$ cat src/ook_pkg.sv
// constants and types for the ook packet encoder
package ook_pkg;
    // ----------------------------------------
    // timing
    // ----------------------------------------
    localparam int CLK_HZ = 25_000_000;
    localparam int RATE_DEF_BPS = 4800;
    localparam int RATE_MAX_BPS = 40000;
    localparam int RATE_MIN_BPS = 500;
    localparam logic [15:0] DIV_DEF = 16'(CLK_HZ / RATE_DEF_BPS - 1);
    localparam logic [15:0] DIV_MIN = 16'(CLK_HZ / RATE_MAX_BPS - 1);
    localparam logic [15:0] DIV_MAX = 16'(CLK_HZ / RATE_MIN_BPS - 1);
    // ----------------------------------------
    // register indices, byte address is index * 4
    // ----------------------------------------
    localparam int NCFG = 10;
    localparam logic [3:0] REG_CTRL = 4'h0;
    localparam logic [3:0] REG_CODING = 4'h1;
    localparam logic [3:0] REG_COUNTS = 4'h2;
    localparam logic [3:0] REG_PKT = 4'h3;
    localparam logic [3:0] REG_SYNC = 4'h4;
    localparam logic [3:0] REG_ID = 4'h5;
    localparam logic [3:0] REG_SIZES = 4'h6;
    localparam logic [3:0] REG_STOP = 4'h7;
    localparam logic [3:0] REG_KEYS = 4'h8;
    localparam logic [3:0] REG_RATE = 4'h9;
    localparam logic [3:0] REG_STATUS = 4'ha;
    // ----------------------------------------
    // field positions
    // ----------------------------------------
    localparam int START_BIT = 0;
    localparam int KEYMTX_BIT = 1;
    localparam int PREAA_BIT = 2;
    localparam int PREGRP_BIT = 3;
    localparam int POWER_LSB = 4;
    localparam int CPB_LSB = 0;
    localparam int ONE_LSB = 8;
    localparam int ZERO_LSB = 16;
    localparam int GAP_LSB = 0;
    localparam int GROUP_LSB = 16;
    localparam int PKTCNT_LSB = 0;
    localparam int PRELEN_LSB = 16;
    localparam int SYNCSZ_LSB = 0;
    localparam int IDSZ_LSB = 8;
    localparam int STOPSZ_LSB = 16;
    localparam int KEYSZ_LSB = 24;
    localparam int ST_FIELD_LSB = 4;
    localparam int ST_PKT_LSB = 8;
    localparam int ST_GRP_LSB = 20;
    // ----------------------------------------
    // reset values and writable bits
    // ----------------------------------------
    localparam logic [31:0] REG_RST [NCFG] = '{32'h0000_00d0, 32'h0008_0e04, 32'h0000_0000,
        32'h0000_0002, 32'h8000_0000, 32'h0000_0000, 32'h0400_0820, 32'h0000_0000,
        32'h0804_0201, {16'h0000, DIV_DEF}};
    localparam logic [31:0] REG_MASK [NCFG] = '{32'h0000_00fe, 32'h00ff_ff0f, 32'h01ff_01ff,
        32'h01ff_01ff, 32'hffff_ffff, 32'hffff_ffff, 32'h0f1f_3f3f, 32'h0000_ffff,
        32'hffff_ffff, 32'h0000_ffff};
    // ----------------------------------------
    // limits and patterns
    // ----------------------------------------
    localparam logic [3:0] MAX_POWER = 4'hd;
    localparam logic [3:0] MAX_CPB = 4'h8;
    localparam logic [11:0] MAX_SYNC = 12'h020;
    localparam logic [11:0] MAX_ID = 12'h020;
    localparam logic [11:0] MAX_STOP = 12'h010;
    localparam logic [11:0] MAX_KEY = 12'h008;
    localparam logic [8:0] MAX_COUNT = 9'h100;
    localparam logic [7:0] PRE_BYTE_A = 8'h55;
    localparam logic [7:0] PRE_BYTE_B = 8'haa;
    typedef enum logic [1:0] {ST_IDLE, ST_SEND, ST_GAP} state_t;
    typedef enum logic [2:0] {F_PRE, F_SYNC, F_ID, F_KEY, F_STOP, F_DONE} field_t;
endpackage

$ cat src/ook_packet_encoder.sv
// ook packet encoder with avalon-mm configuration slave
// Functional notes
// - idle gap of 0..511 symbols between transmissions
// - no groups: gap between every packet
// - groups: packets back to back, gap between groups
// - each bit is one to eight chips
// - one chip nrz, two manchester, more pwm
// - logic one sends one-pattern, default 1110
// - logic zero sends zero-pattern, default 1000
// - preamble 0..511 bytes, zero omits it
// - preamble byte 0x55 or 0xaa, default 0x55
// - preamble every packet or first of group
// - sync word 0..32 bits, default 0x80000000
// - identifier field 1..32 bits, programmable value
// - stop bits 0..16, programmable, default zero
// - keys scanned as matrix or direct inputs
// - key code 0..8 bits from pressed key
// - power step 0..13 dbm, 1 dbm steps
// - group count zero disables grouping
// - packet count 1..256, preset or per group
// - symbol rate 0.5..40 kbps
//
// Local design decisions: the register offsets and the Avalon-MM register port.
`timescale 1ns/10ps
module ook_packet_encoder (
    // clock and reset
    input wire logic clk,
    input wire logic rst,
    // avalon-mm slave
    input wire logic [7:0] avsAddress,
    input wire logic avsRead,
    input wire logic avsWrite,
    input wire logic [31:0] avsWriteData,
    input wire logic [3:0] avsByteEnable,
    output logic [31:0] avsReadData,
    output logic avsWaitRequest,
    // keys
    input wire logic [3:0] keyIn,
    output logic [1:0] scanOut,
    // transmitter
    output logic ookOut,
    output logic txActive,
    output logic [3:0] powerStep
);
    // ----------------------------------------
    // configuration registers
    // ----------------------------------------
    logic [31:0] cfg_q [ook_pkg::NCFG];
    logic [31:0] cfg_d [ook_pkg::NCFG];
    logic [31:0] rd_q, rd_d;
    logic wait_q, wait_d;
    logic startWr;
    logic [3:0] regIdx;
    logic [31:0] laneMask;
    logic [31:0] statusWord;

    ook_pkg::state_t state_q, state_d;
    ook_pkg::field_t field_q, field_d;
    logic [11:0] bitCnt_q, bitCnt_d;
    logic [2:0] chipCnt_q, chipCnt_d;
    logic [8:0] pktCnt_q, pktCnt_d, grpCnt_q, grpCnt_d, gapCnt_q, gapCnt_d;
    logic [15:0] divCnt_q, divCnt_d;
    logic [7:0] keyCode_q, keyCode_d;
    logic [1:0] scan_q, scan_d;
    logic ook_q, ook_d, active_q, active_d;
    logic [3:0] power_q, power_d;

    assign regIdx = avsAddress[5:2];
    assign laneMask = {{8{avsByteEnable[3]}}, {8{avsByteEnable[2]}},
                       {8{avsByteEnable[1]}}, {8{avsByteEnable[0]}}};
    assign statusWord = {3'h0, grpCnt_q, 3'h0, pktCnt_q, 1'b0, field_q, 3'h0, active_q};

    always_comb begin
        wait_d = 1'b1;
        rd_d = rd_q;
        startWr = 1'b0;
        for (int r = 0; r < ook_pkg::NCFG; r++) begin
            cfg_d[r] = cfg_q[r];
        end
        // two-cycle answer keeps the read mux off the bus path
        if ((avsRead || avsWrite) && wait_q) begin
            wait_d = 1'b0;
            rd_d = 32'h0000_0000;
            if (avsAddress[7:6] == 2'h0 && regIdx == ook_pkg::REG_STATUS) begin
                rd_d = statusWord;
            end else if (avsAddress[7:6] == 2'h0 && regIdx < 4'(ook_pkg::NCFG)) begin
                rd_d = cfg_q[regIdx];
            end
        end
        if (avsWrite && !wait_q && avsAddress[7:6] == 2'h0 && regIdx < 4'(ook_pkg::NCFG)) begin
            cfg_d[regIdx] = (cfg_q[regIdx] & ~(ook_pkg::REG_MASK[regIdx] & laneMask))
                | (avsWriteData & ook_pkg::REG_MASK[regIdx] & laneMask);
            startWr = regIdx == ook_pkg::REG_CTRL && avsByteEnable[0]
                && avsWriteData[ook_pkg::START_BIT];
        end
    end

    for (genvar r = 0; r < ook_pkg::NCFG; r++) begin : g_cfg
        always_ff @(posedge clk or posedge rst) begin
            if (rst) begin
                cfg_q[r] <= ook_pkg::REG_RST[r];
            end else begin
                cfg_q[r] <= cfg_d[r];
            end
        end
    end

    // ----------------------------------------
    // decoded settings
    // ----------------------------------------
    logic keyMatrix, preAa, preGroupOnly, grouped;
    logic [3:0] powerSet, cpbRaw, cpbEff;
    logic [2:0] cpbTop;
    logic [7:0] onePat, zeroPat, preByte;
    logic [8:0] gapLen, groupCount, pktCountRaw, pktTarget, grpTarget, preLen;
    logic [5:0] syncSize, idSize;
    logic [4:0] stopSize;
    logic [3:0] keySize;
    logic [15:0] divRaw, divEff;

    assign keyMatrix = cfg_q[ook_pkg::REG_CTRL][ook_pkg::KEYMTX_BIT];
    assign preAa = cfg_q[ook_pkg::REG_CTRL][ook_pkg::PREAA_BIT];
    assign preGroupOnly = cfg_q[ook_pkg::REG_CTRL][ook_pkg::PREGRP_BIT];
    assign powerSet = cfg_q[ook_pkg::REG_CTRL][ook_pkg::POWER_LSB +: 4];
    assign cpbRaw = cfg_q[ook_pkg::REG_CODING][ook_pkg::CPB_LSB +: 4];
    assign onePat = cfg_q[ook_pkg::REG_CODING][ook_pkg::ONE_LSB +: 8];
    assign zeroPat = cfg_q[ook_pkg::REG_CODING][ook_pkg::ZERO_LSB +: 8];
    assign gapLen = cfg_q[ook_pkg::REG_COUNTS][ook_pkg::GAP_LSB +: 9];
    assign groupCount = cfg_q[ook_pkg::REG_COUNTS][ook_pkg::GROUP_LSB +: 9];
    assign pktCountRaw = cfg_q[ook_pkg::REG_PKT][ook_pkg::PKTCNT_LSB +: 9];
    assign preLen = cfg_q[ook_pkg::REG_PKT][ook_pkg::PRELEN_LSB +: 9];
    assign syncSize = cfg_q[ook_pkg::REG_SIZES][ook_pkg::SYNCSZ_LSB +: 6];
    assign idSize = cfg_q[ook_pkg::REG_SIZES][ook_pkg::IDSZ_LSB +: 6];
    assign stopSize = cfg_q[ook_pkg::REG_SIZES][ook_pkg::STOPSZ_LSB +: 5];
    assign keySize = cfg_q[ook_pkg::REG_SIZES][ook_pkg::KEYSZ_LSB +: 4];
    assign divRaw = cfg_q[ook_pkg::REG_RATE][15:0];
    // out-of-range settings are clamped rather than refused
    assign cpbEff = cpbRaw == 4'h0 ? 4'h1 : (cpbRaw > ook_pkg::MAX_CPB ? ook_pkg::MAX_CPB : cpbRaw);
    assign cpbTop = 3'(cpbEff - 4'h1);
    assign preByte = preAa ? ook_pkg::PRE_BYTE_B : ook_pkg::PRE_BYTE_A;
    assign grouped = groupCount != 9'h000;
    assign pktTarget = pktCountRaw == 9'h000 ? 9'h001 : (pktCountRaw > ook_pkg::MAX_COUNT ? ook_pkg::MAX_COUNT : pktCountRaw);
    assign grpTarget = groupCount > ook_pkg::MAX_COUNT ? ook_pkg::MAX_COUNT : groupCount;
    assign divEff = divRaw < ook_pkg::DIV_MIN ? ook_pkg::DIV_MIN
        : (divRaw > ook_pkg::DIV_MAX ? ook_pkg::DIV_MAX : divRaw);

    // ----------------------------------------
    // field helpers
    // ----------------------------------------
    function automatic logic [11:0] lim(logic [11:0] v, logic [11:0] m);
        return v > m ? m : v;
    endfunction

    function automatic logic [11:0] fieldLen(ook_pkg::field_t f, logic skipPre);
        unique case (f)
            ook_pkg::F_PRE: fieldLen = skipPre ? 12'h000 : {preLen, 3'h0};
            ook_pkg::F_SYNC: fieldLen = lim(12'(syncSize), ook_pkg::MAX_SYNC);
            ook_pkg::F_ID: fieldLen = idSize == 6'h00 ? 12'h001 : lim(12'(idSize), ook_pkg::MAX_ID);
            ook_pkg::F_KEY: fieldLen = lim(12'(keySize), ook_pkg::MAX_KEY);
            ook_pkg::F_STOP: fieldLen = lim(12'(stopSize), ook_pkg::MAX_STOP);
            default: fieldLen = 12'h000;
        endcase
    endfunction

    // skip empty fields; the identifier is never empty so a packet always ends
    function automatic ook_pkg::field_t nextField(ook_pkg::field_t f, logic skipPre);
        ook_pkg::field_t g;
        g = f;
        for (int k = 0; k < 5; k++) begin
            if (g != ook_pkg::F_DONE && fieldLen(g, skipPre) == 12'h000) begin
                g = ook_pkg::field_t'(g + 3'h1);
            end
        end
        return g;
    endfunction

    function automatic logic [2:0] firstSet(logic [3:0] v);
        firstSet = 3'h0;
        for (int k = 3; k >= 0; k--) begin
            if (v[k]) begin
                firstSet = {1'b1, 2'(k)};
            end
        end
    endfunction

    // ----------------------------------------
    // keys
    // ----------------------------------------
    logic [2:0] directPick, rowPick;
    logic keyHit;
    logic [1:0] keyIdx;
    assign directPick = firstSet(keyIn);
    assign rowPick = firstSet({2'h0, keyIn[1:0]});
    always_comb begin
        scan_d = keyMatrix ? (scan_q == 2'h1 ? 2'h2 : 2'h1) : 2'h0;
        if (keyMatrix) begin
            keyHit = rowPick[2] && scan_q != 2'h0;
            keyIdx = {scan_q[1], rowPick[0]};
        end else begin
            keyHit = directPick[2];
            keyIdx = directPick[1:0];
        end
    end

    // ----------------------------------------
    // packet sequencer
    // ----------------------------------------
    logic tick, bitNow, chipOne, chipZero, pktEnd, lastPkt, startPkt, startSkip;
    logic [8:0] pktNext, grpNext;
    ook_pkg::field_t nf;
    assign tick = divCnt_q == 16'h0000;
    assign bitNow = field_q == ook_pkg::F_PRE ? preByte[bitCnt_q[2:0]]
        : field_q == ook_pkg::F_SYNC ? cfg_q[ook_pkg::REG_SYNC][bitCnt_q[4:0]]
        : field_q == ook_pkg::F_ID ? cfg_q[ook_pkg::REG_ID][bitCnt_q[4:0]]
        : field_q == ook_pkg::F_KEY ? keyCode_q[bitCnt_q[2:0]]
        : cfg_q[ook_pkg::REG_STOP][bitCnt_q[3:0]];
    assign chipOne = onePat[chipCnt_q];
    assign chipZero = zeroPat[chipCnt_q];
    assign pktNext = pktCnt_q + 9'h001;
    assign grpNext = grpCnt_q + 9'h001;
    assign lastPkt = pktNext >= pktTarget;
    // a process, not an assign, so config reads inside the function wake it
    always_comb begin
        nf = nextField(ook_pkg::field_t'(field_q + 3'h1), 1'b0);
    end
    assign pktEnd = state_q == ook_pkg::ST_SEND && chipCnt_q == 3'h0 && bitCnt_q == 12'h000
        && nf == ook_pkg::F_DONE;

    always_comb begin
        state_d = state_q;
        field_d = field_q;
        bitCnt_d = bitCnt_q;
        chipCnt_d = chipCnt_q;
        pktCnt_d = pktCnt_q;
        grpCnt_d = grpCnt_q;
        gapCnt_d = gapCnt_q;
        keyCode_d = keyCode_q;
        ook_d = ook_q;
        startPkt = 1'b0;
        startSkip = 1'b0;
        divCnt_d = tick ? divEff : divCnt_q - 16'h0001;
        if (tick) begin
            ook_d = state_q == ook_pkg::ST_SEND && (bitNow ? chipOne : chipZero);
        end
        unique case (state_q)
            ook_pkg::ST_IDLE: begin
                if (keyHit || startWr) begin
                    keyCode_d = cfg_q[ook_pkg::REG_KEYS][{keyIdx, 3'h0} +: 8];
                    pktCnt_d = 9'h000;
                    grpCnt_d = 9'h000;
                    startPkt = 1'b1;
                end
            end
            ook_pkg::ST_SEND: begin
                if (tick && chipCnt_q != 3'h0) begin
                    chipCnt_d = chipCnt_q - 3'h1;
                end else if (tick && bitCnt_q != 12'h000) begin
                    chipCnt_d = cpbTop;
                    bitCnt_d = bitCnt_q - 12'h001;
                end else if (tick && !pktEnd) begin
                    chipCnt_d = cpbTop;
                    field_d = nf;
                    bitCnt_d = fieldLen(nf, 1'b0) - 12'h001;
                end else if (tick) begin
                    if (!lastPkt) begin
                        pktCnt_d = pktNext;
                        if (grouped || gapLen == 9'h000) begin
                            startPkt = 1'b1;
                            startSkip = grouped && preGroupOnly;
                        end else begin
                            state_d = ook_pkg::ST_GAP;
                            gapCnt_d = gapLen;
                        end
                    end else if (grouped && grpNext < grpTarget) begin
                        pktCnt_d = 9'h000;
                        grpCnt_d = grpNext;
                        state_d = ook_pkg::ST_GAP;
                        gapCnt_d = gapLen;
                        startPkt = gapLen == 9'h000;
                    end else begin
                        state_d = ook_pkg::ST_IDLE;
                        field_d = ook_pkg::F_DONE;
                    end
                end
            end
            ook_pkg::ST_GAP: begin
                if (tick && gapCnt_q <= 9'h001) begin
                    startPkt = 1'b1;
                end else if (tick) begin
                    gapCnt_d = gapCnt_q - 9'h001;
                end
            end
            default: state_d = ook_pkg::ST_IDLE;
        endcase
        if (startPkt) begin
            state_d = ook_pkg::ST_SEND;
            field_d = nextField(ook_pkg::F_PRE, startSkip);
            bitCnt_d = fieldLen(field_d, startSkip) - 12'h001;
            chipCnt_d = cpbTop;
        end
    end

    assign active_d = state_d != ook_pkg::ST_IDLE;
    assign power_d = powerSet > ook_pkg::MAX_POWER ? ook_pkg::MAX_POWER : powerSet;

    always_ff @(posedge clk or posedge rst) begin
        if (rst) begin
            state_q <= ook_pkg::ST_IDLE;
            field_q <= ook_pkg::F_DONE;
            bitCnt_q <= 12'h000;
            chipCnt_q <= 3'h0;
            pktCnt_q <= 9'h000;
            grpCnt_q <= 9'h000;
            gapCnt_q <= 9'h000;
            divCnt_q <= 16'h0000;
            keyCode_q <= 8'h00;
            scan_q <= 2'h0;
            ook_q <= 1'b0;
            active_q <= 1'b0;
            power_q <= 4'h0;
            rd_q <= 32'h0000_0000;
            wait_q <= 1'b1;
        end else begin
            state_q <= state_d;
            field_q <= field_d;
            bitCnt_q <= bitCnt_d;
            chipCnt_q <= chipCnt_d;
            pktCnt_q <= pktCnt_d;
            grpCnt_q <= grpCnt_d;
            gapCnt_q <= gapCnt_d;
            divCnt_q <= divCnt_d;
            keyCode_q <= keyCode_d;
            scan_q <= scan_d;
            ook_q <= ook_d;
            active_q <= active_d;
            power_q <= power_d;
            rd_q <= rd_d;
            wait_q <= wait_d;
        end
    end

    assign avsReadData = rd_q;
    assign avsWaitRequest = wait_q;
    assign scanOut = scan_q;
    assign ookOut = ook_q;
    assign txActive = active_q;
    assign powerStep = power_q;
endmodule

$ cat config.mk
export PLATFORM = sky130hd
export DESIGN_NAME = ook_packet_encoder
export DESIGN_NICKNAME = d
export VERILOG_FILES = /design/src/ook_pkg.sv /design/src/ook_packet_encoder.sv
export SDC_FILE = /design/constraint.sdc
export NUM_CORES = 1
export LEC_CHECK = 0
export BUFFER_PORTS_ARGS = -buffer_cell sky130_fd_sc_hd__buf_4
export CAP_MARGIN = 20
export CORE_MARGIN = 2
export CORE_UTILIZATION = 45
export CTS_BUF_LIST = sky130_fd_sc_hd__clkbuf_16
export CTS_CLUSTER_DIAMETER = 40
export DETAILED_ROUTE_END_ITERATION = 12
export GPL_TIMING_DRIVEN = 0
export HOLD_SLACK_MARGIN = 0.06
export PLACE_DENSITY_LB_ADDON = 0.08
export SYNTH_ARGS = -nofsm -noshare
export SYNTH_HDL_FRONTEND = slang
export SYNTH_SLANG_ARGS = --single-unit
$ cat constraint.sdc
create_clock -name clk -period 18.6 [get_ports clk]
set_input_delay 1.86 -clock clk [delete_from_list [all_inputs] [get_ports clk]]
set_output_delay 1.86 -clock clk [all_outputs]
set_load 0.02 [all_outputs]
==> metrics.txt <==
status completed; Routed met1 length 34800 um; Clk pin slew, worst setup/hold paths 60 ps; fmax 56.9 MHz; Critical Path End bitCnt_q[10]$_DFFE_PP0P_; Final Hold Fails 0; Clock Skews 47.4 ps; via count 18800; gr ovfl total 0; Worst setup EP type flip-flop; drt pass-1 iters 5; uppermost layer routed met4; RR Startpoint field_q[1]$_DFFE_PP0P_; core footprint 52600 sq um; commonest cells after routing, fill and taps aside dfrtp_1 (405), nand2_1 (277), mux2_2 (209); PnR worst setup slack 1020 ps; Worst R2R Setup Slack 1020 ps; Root Buffer clkbuf_16; Setup TNS 0 ps; CP Data Arrival Time 18070 ps; Pint 0.00203 W; power share of the clock group 47.5%; critical path's top delay family compound AO/OA/AOI/OAI gates; CP Class reg -> reg; Avg Cell Area, Syn 11.0 sq um; Die ar. 55100 sq um; CP Buf/Inv Count 8; non-filler cells, final 3117; # H-tree levels 3; Max clock buf depth 3; Initial DRC Count 1673; leading area contributor after synthesis dfrtp_1; Synth top area share 42.3%; Sw Pwr 0.000907 W; register area share after synthesis 45.3%; hpwl dp 60500 um; Skew-Pair Late Insertion Delay 640 ps; DIE HEIGHT 235 um; clk sinks 432; PortBufs 87; first-pass GRT wire length 120000 um; largest net degree at the start of global routing 131; Hold Crit Class reg -> reg; Final #Nets 2483; type of origin of the critical path flip-flop; DR WL/cell 25.8 um; Slew headroom 24.0%; met2 wire length 38300 um; sequential power share 33.4%; critical path's largest stage delay 610 ps; P&R area growth vs syn 18.6%; fraction of layout instances using a drive strength above 1 26.0%; post-route ant nets 0; Synth cell types 91; commonest non-fill, non-tap cell in the layout dfrtp_1; Total Routing Usage GR 28.9%; CTS tree yes; Fin Hold WS 450 ps; Avg Vias per Cell 6.05; Worst EP required 19090 ps; switching share of power 30.9%; Cell Area, Synth 23900 sq um; Comb pwr share 19.1%; max-cap violation count 0; Routed Wire Length 80300 um; Initial Util 45.6%; Syn Nets 2300; num rows 84; Placed Cells 2961; Leak Pwr 12.9 nW; Remaining DRCs 0; DP Area 25600 sq um; Synth Register Bits 432; FF-to-FF path depth 77; Fillers 4531; IO Pins 93; Die W 235 um; ys async rst share 100%; PD cells 103 nW/um^2; Post-synth EDFFs 0; dominant cells by area after synthesis dfrtp_1 (42%), mux2_2 (9.8%), mux4_2 (9.8%), nand2_1 (4.3%), ha_1 (3.6%); clock buffer count from CTS 78; most used cell, CP ha_1; Worst Path Max Fanout 10; Final Instance Area 28400 sq um; Post-Place Worst Slack -165 ps; max-slew violation count 0; ys flop type dfrtp_1; cell count after synthesis 2179; Worst-Margin Slew 1140 ps; Critical R2R Capture bitCnt_q[10]$_DFFE_PP0P_; endpoints failing setup 0; Final GP Congestion 0.905; Syn. warnings 0; CP Launch Point field_q[1]$_DFFE_PP0P_; Worst path depth 77; Peak VDD IR 0.0714 mV; min cycle time layout 17580 ps; vias in the first global route 18900; WL met3 4570 um; Tcrit/Tclk final 94.5%; initial antenna violation count 3; slowest CP cell or4b_2
## how the worst min path moves through the flow
stage               cells after the start  slack, ps                      to              startpoint
floorplan                               1        420  cfg_q[102]$_DFFE_PP0P_  cfg_q[102]$_DFFE_PP0P_
global placement                        1        430  cfg_q[251]$_DFFE_PP0P_  cfg_q[251]$_DFFE_PP0P_
detailed placement                      1        440  cfg_q[236]$_DFFE_PP0P_  cfg_q[236]$_DFFE_PP0P_
CTS                                     1        450  cfg_q[236]$_DFFE_PP0P_  cfg_q[236]$_DFFE_PP0P_
global route                            1        460   cfg_q[91]$_DFFE_PP0P_   cfg_q[91]$_DFFE_PP0P_
finish                                  1        450  cfg_q[252]$_DFFE_PP0P_  cfg_q[252]$_DFFE_PP0P_
## worst reg2reg max path: cells and delay by family, from the launching register on
| family | cells | cell delay, ps |
|---|---|---|
| XOR/XNOR | 1 | 240 |
| flip-flops | 1 | 530 |
| AO/OA/AOI/OAI | 27 | 6230 |
| adder cells (fa/ha/maj) | 15 | 3440 |
| multiplexers | 3 | 1080 |
| buffers and inverters | 8 | 1020 |
| AND/OR/NAND/NOR | 23 | 4970 |
## area by class of cell
type / count / area [sq um] / area share, %
multi-input cells: 1477 / 12200 / 42.9
flip-flops and latches: 432 / 10800 / 38.2
clock buffers: 78 / 1950 / 6.87
repair buffers: 103 / 896 / 3.15
well taps: 688 / 861 / 3.03
plain buffers: 216 / 823 / 2.90
clock inverters: 67 / 629 / 2.22
inverters: 54 / 210 / 0.740
diodes: 2 / 5.00 / 0.0176
## synthesized netlist by cell type (20+ instances only)
master and number:
mux2i_1 46, nand2_1 277, nand2b_1 36, a21o_1 22, dfstp_2 27, clkbuf_1 191
nand3_1 38, nor3_1 32, o21ai_0 122, o211ai_1 20, dfrtp_1 405, nor2_1 76
xnor2_1 23, a21oi_1 63, ha_1 69, a22oi_1 65, mux4_2 104, inv_1 49
mux2_2 209
## registers in the layout, indices dropped and copies added (netlist names)
| signal | flops |
|---|---|
| avsWaitRequest | 1 |
| keyCode_q | 8 |
| avsReadData | 32 |
| powerStep | 4 |
| field_q | 3 |
| gapCnt_q | 9 |
| state_q | 2 |
| divCnt_q | 16 |
| txActive | 1 |
| pktCnt_q | 9 |
| cfg_q | 320 |
| ookOut | 1 |
| scanOut | 2 |
| bitCnt_q | 12 |
| chipCnt_q | 3 |
| grpCnt_q | 9 |
## power groups by stage
stage	clock (W)	sequential [W]	combinational, W
floorplan	0	0.000986	0.000392
CTS	0.00141	0.000979	0.000538
finish	0.00139	0.000980	0.000559
global route	0.00146	0.000981	0.000604
global placement	0	0.000995	0.000525
detailed placement	0	0.000994	0.000534
## per-stage QoR
stage | power [W] | utilization (%)
2_1_floorplan | 0.00138 | -
3_3_place_gp | 0.00152 | 48.4
3_5_place_dp | 0.00153 | 48.8
4_1_cts | 0.00293 | 53.7
5_1_grt | 0.00304 | 54.0
6_report | 0.00293 | 54.1
## routing by layer
metal  vias to the layer above  global-route usage, %
met5                         -                      0
met1                      9704                   39.5
met4                         0                   10.4
met2                       649                   46.9
li1                       8326                      -
met3                       166                   4.55
## cells by family after synthesis
| kind of cell | Yosys count | share of synthesized area (%) |
|---|---|---|
| buf+inv | 270 | 4.29 |
| simple gates | 570 | 11.2 |
| compound gates | 442 | 12.7 |
| fa+ha+maj | 69 | 3.61 |
| flops | 432 | 45.3 |
| xor+xnor | 36 | 1.35 |
| mux | 360 | 21.6 |
## repair_timing
action | in CTS | in global routing
setup buffers | 0 | 4
pin swaps | 0 | 2
setup endpoints to repair | 3 | 12
gates resized for setup | 1 | 12
hold buffers | 0 | 0
Power figures use the tool's default switching activity.
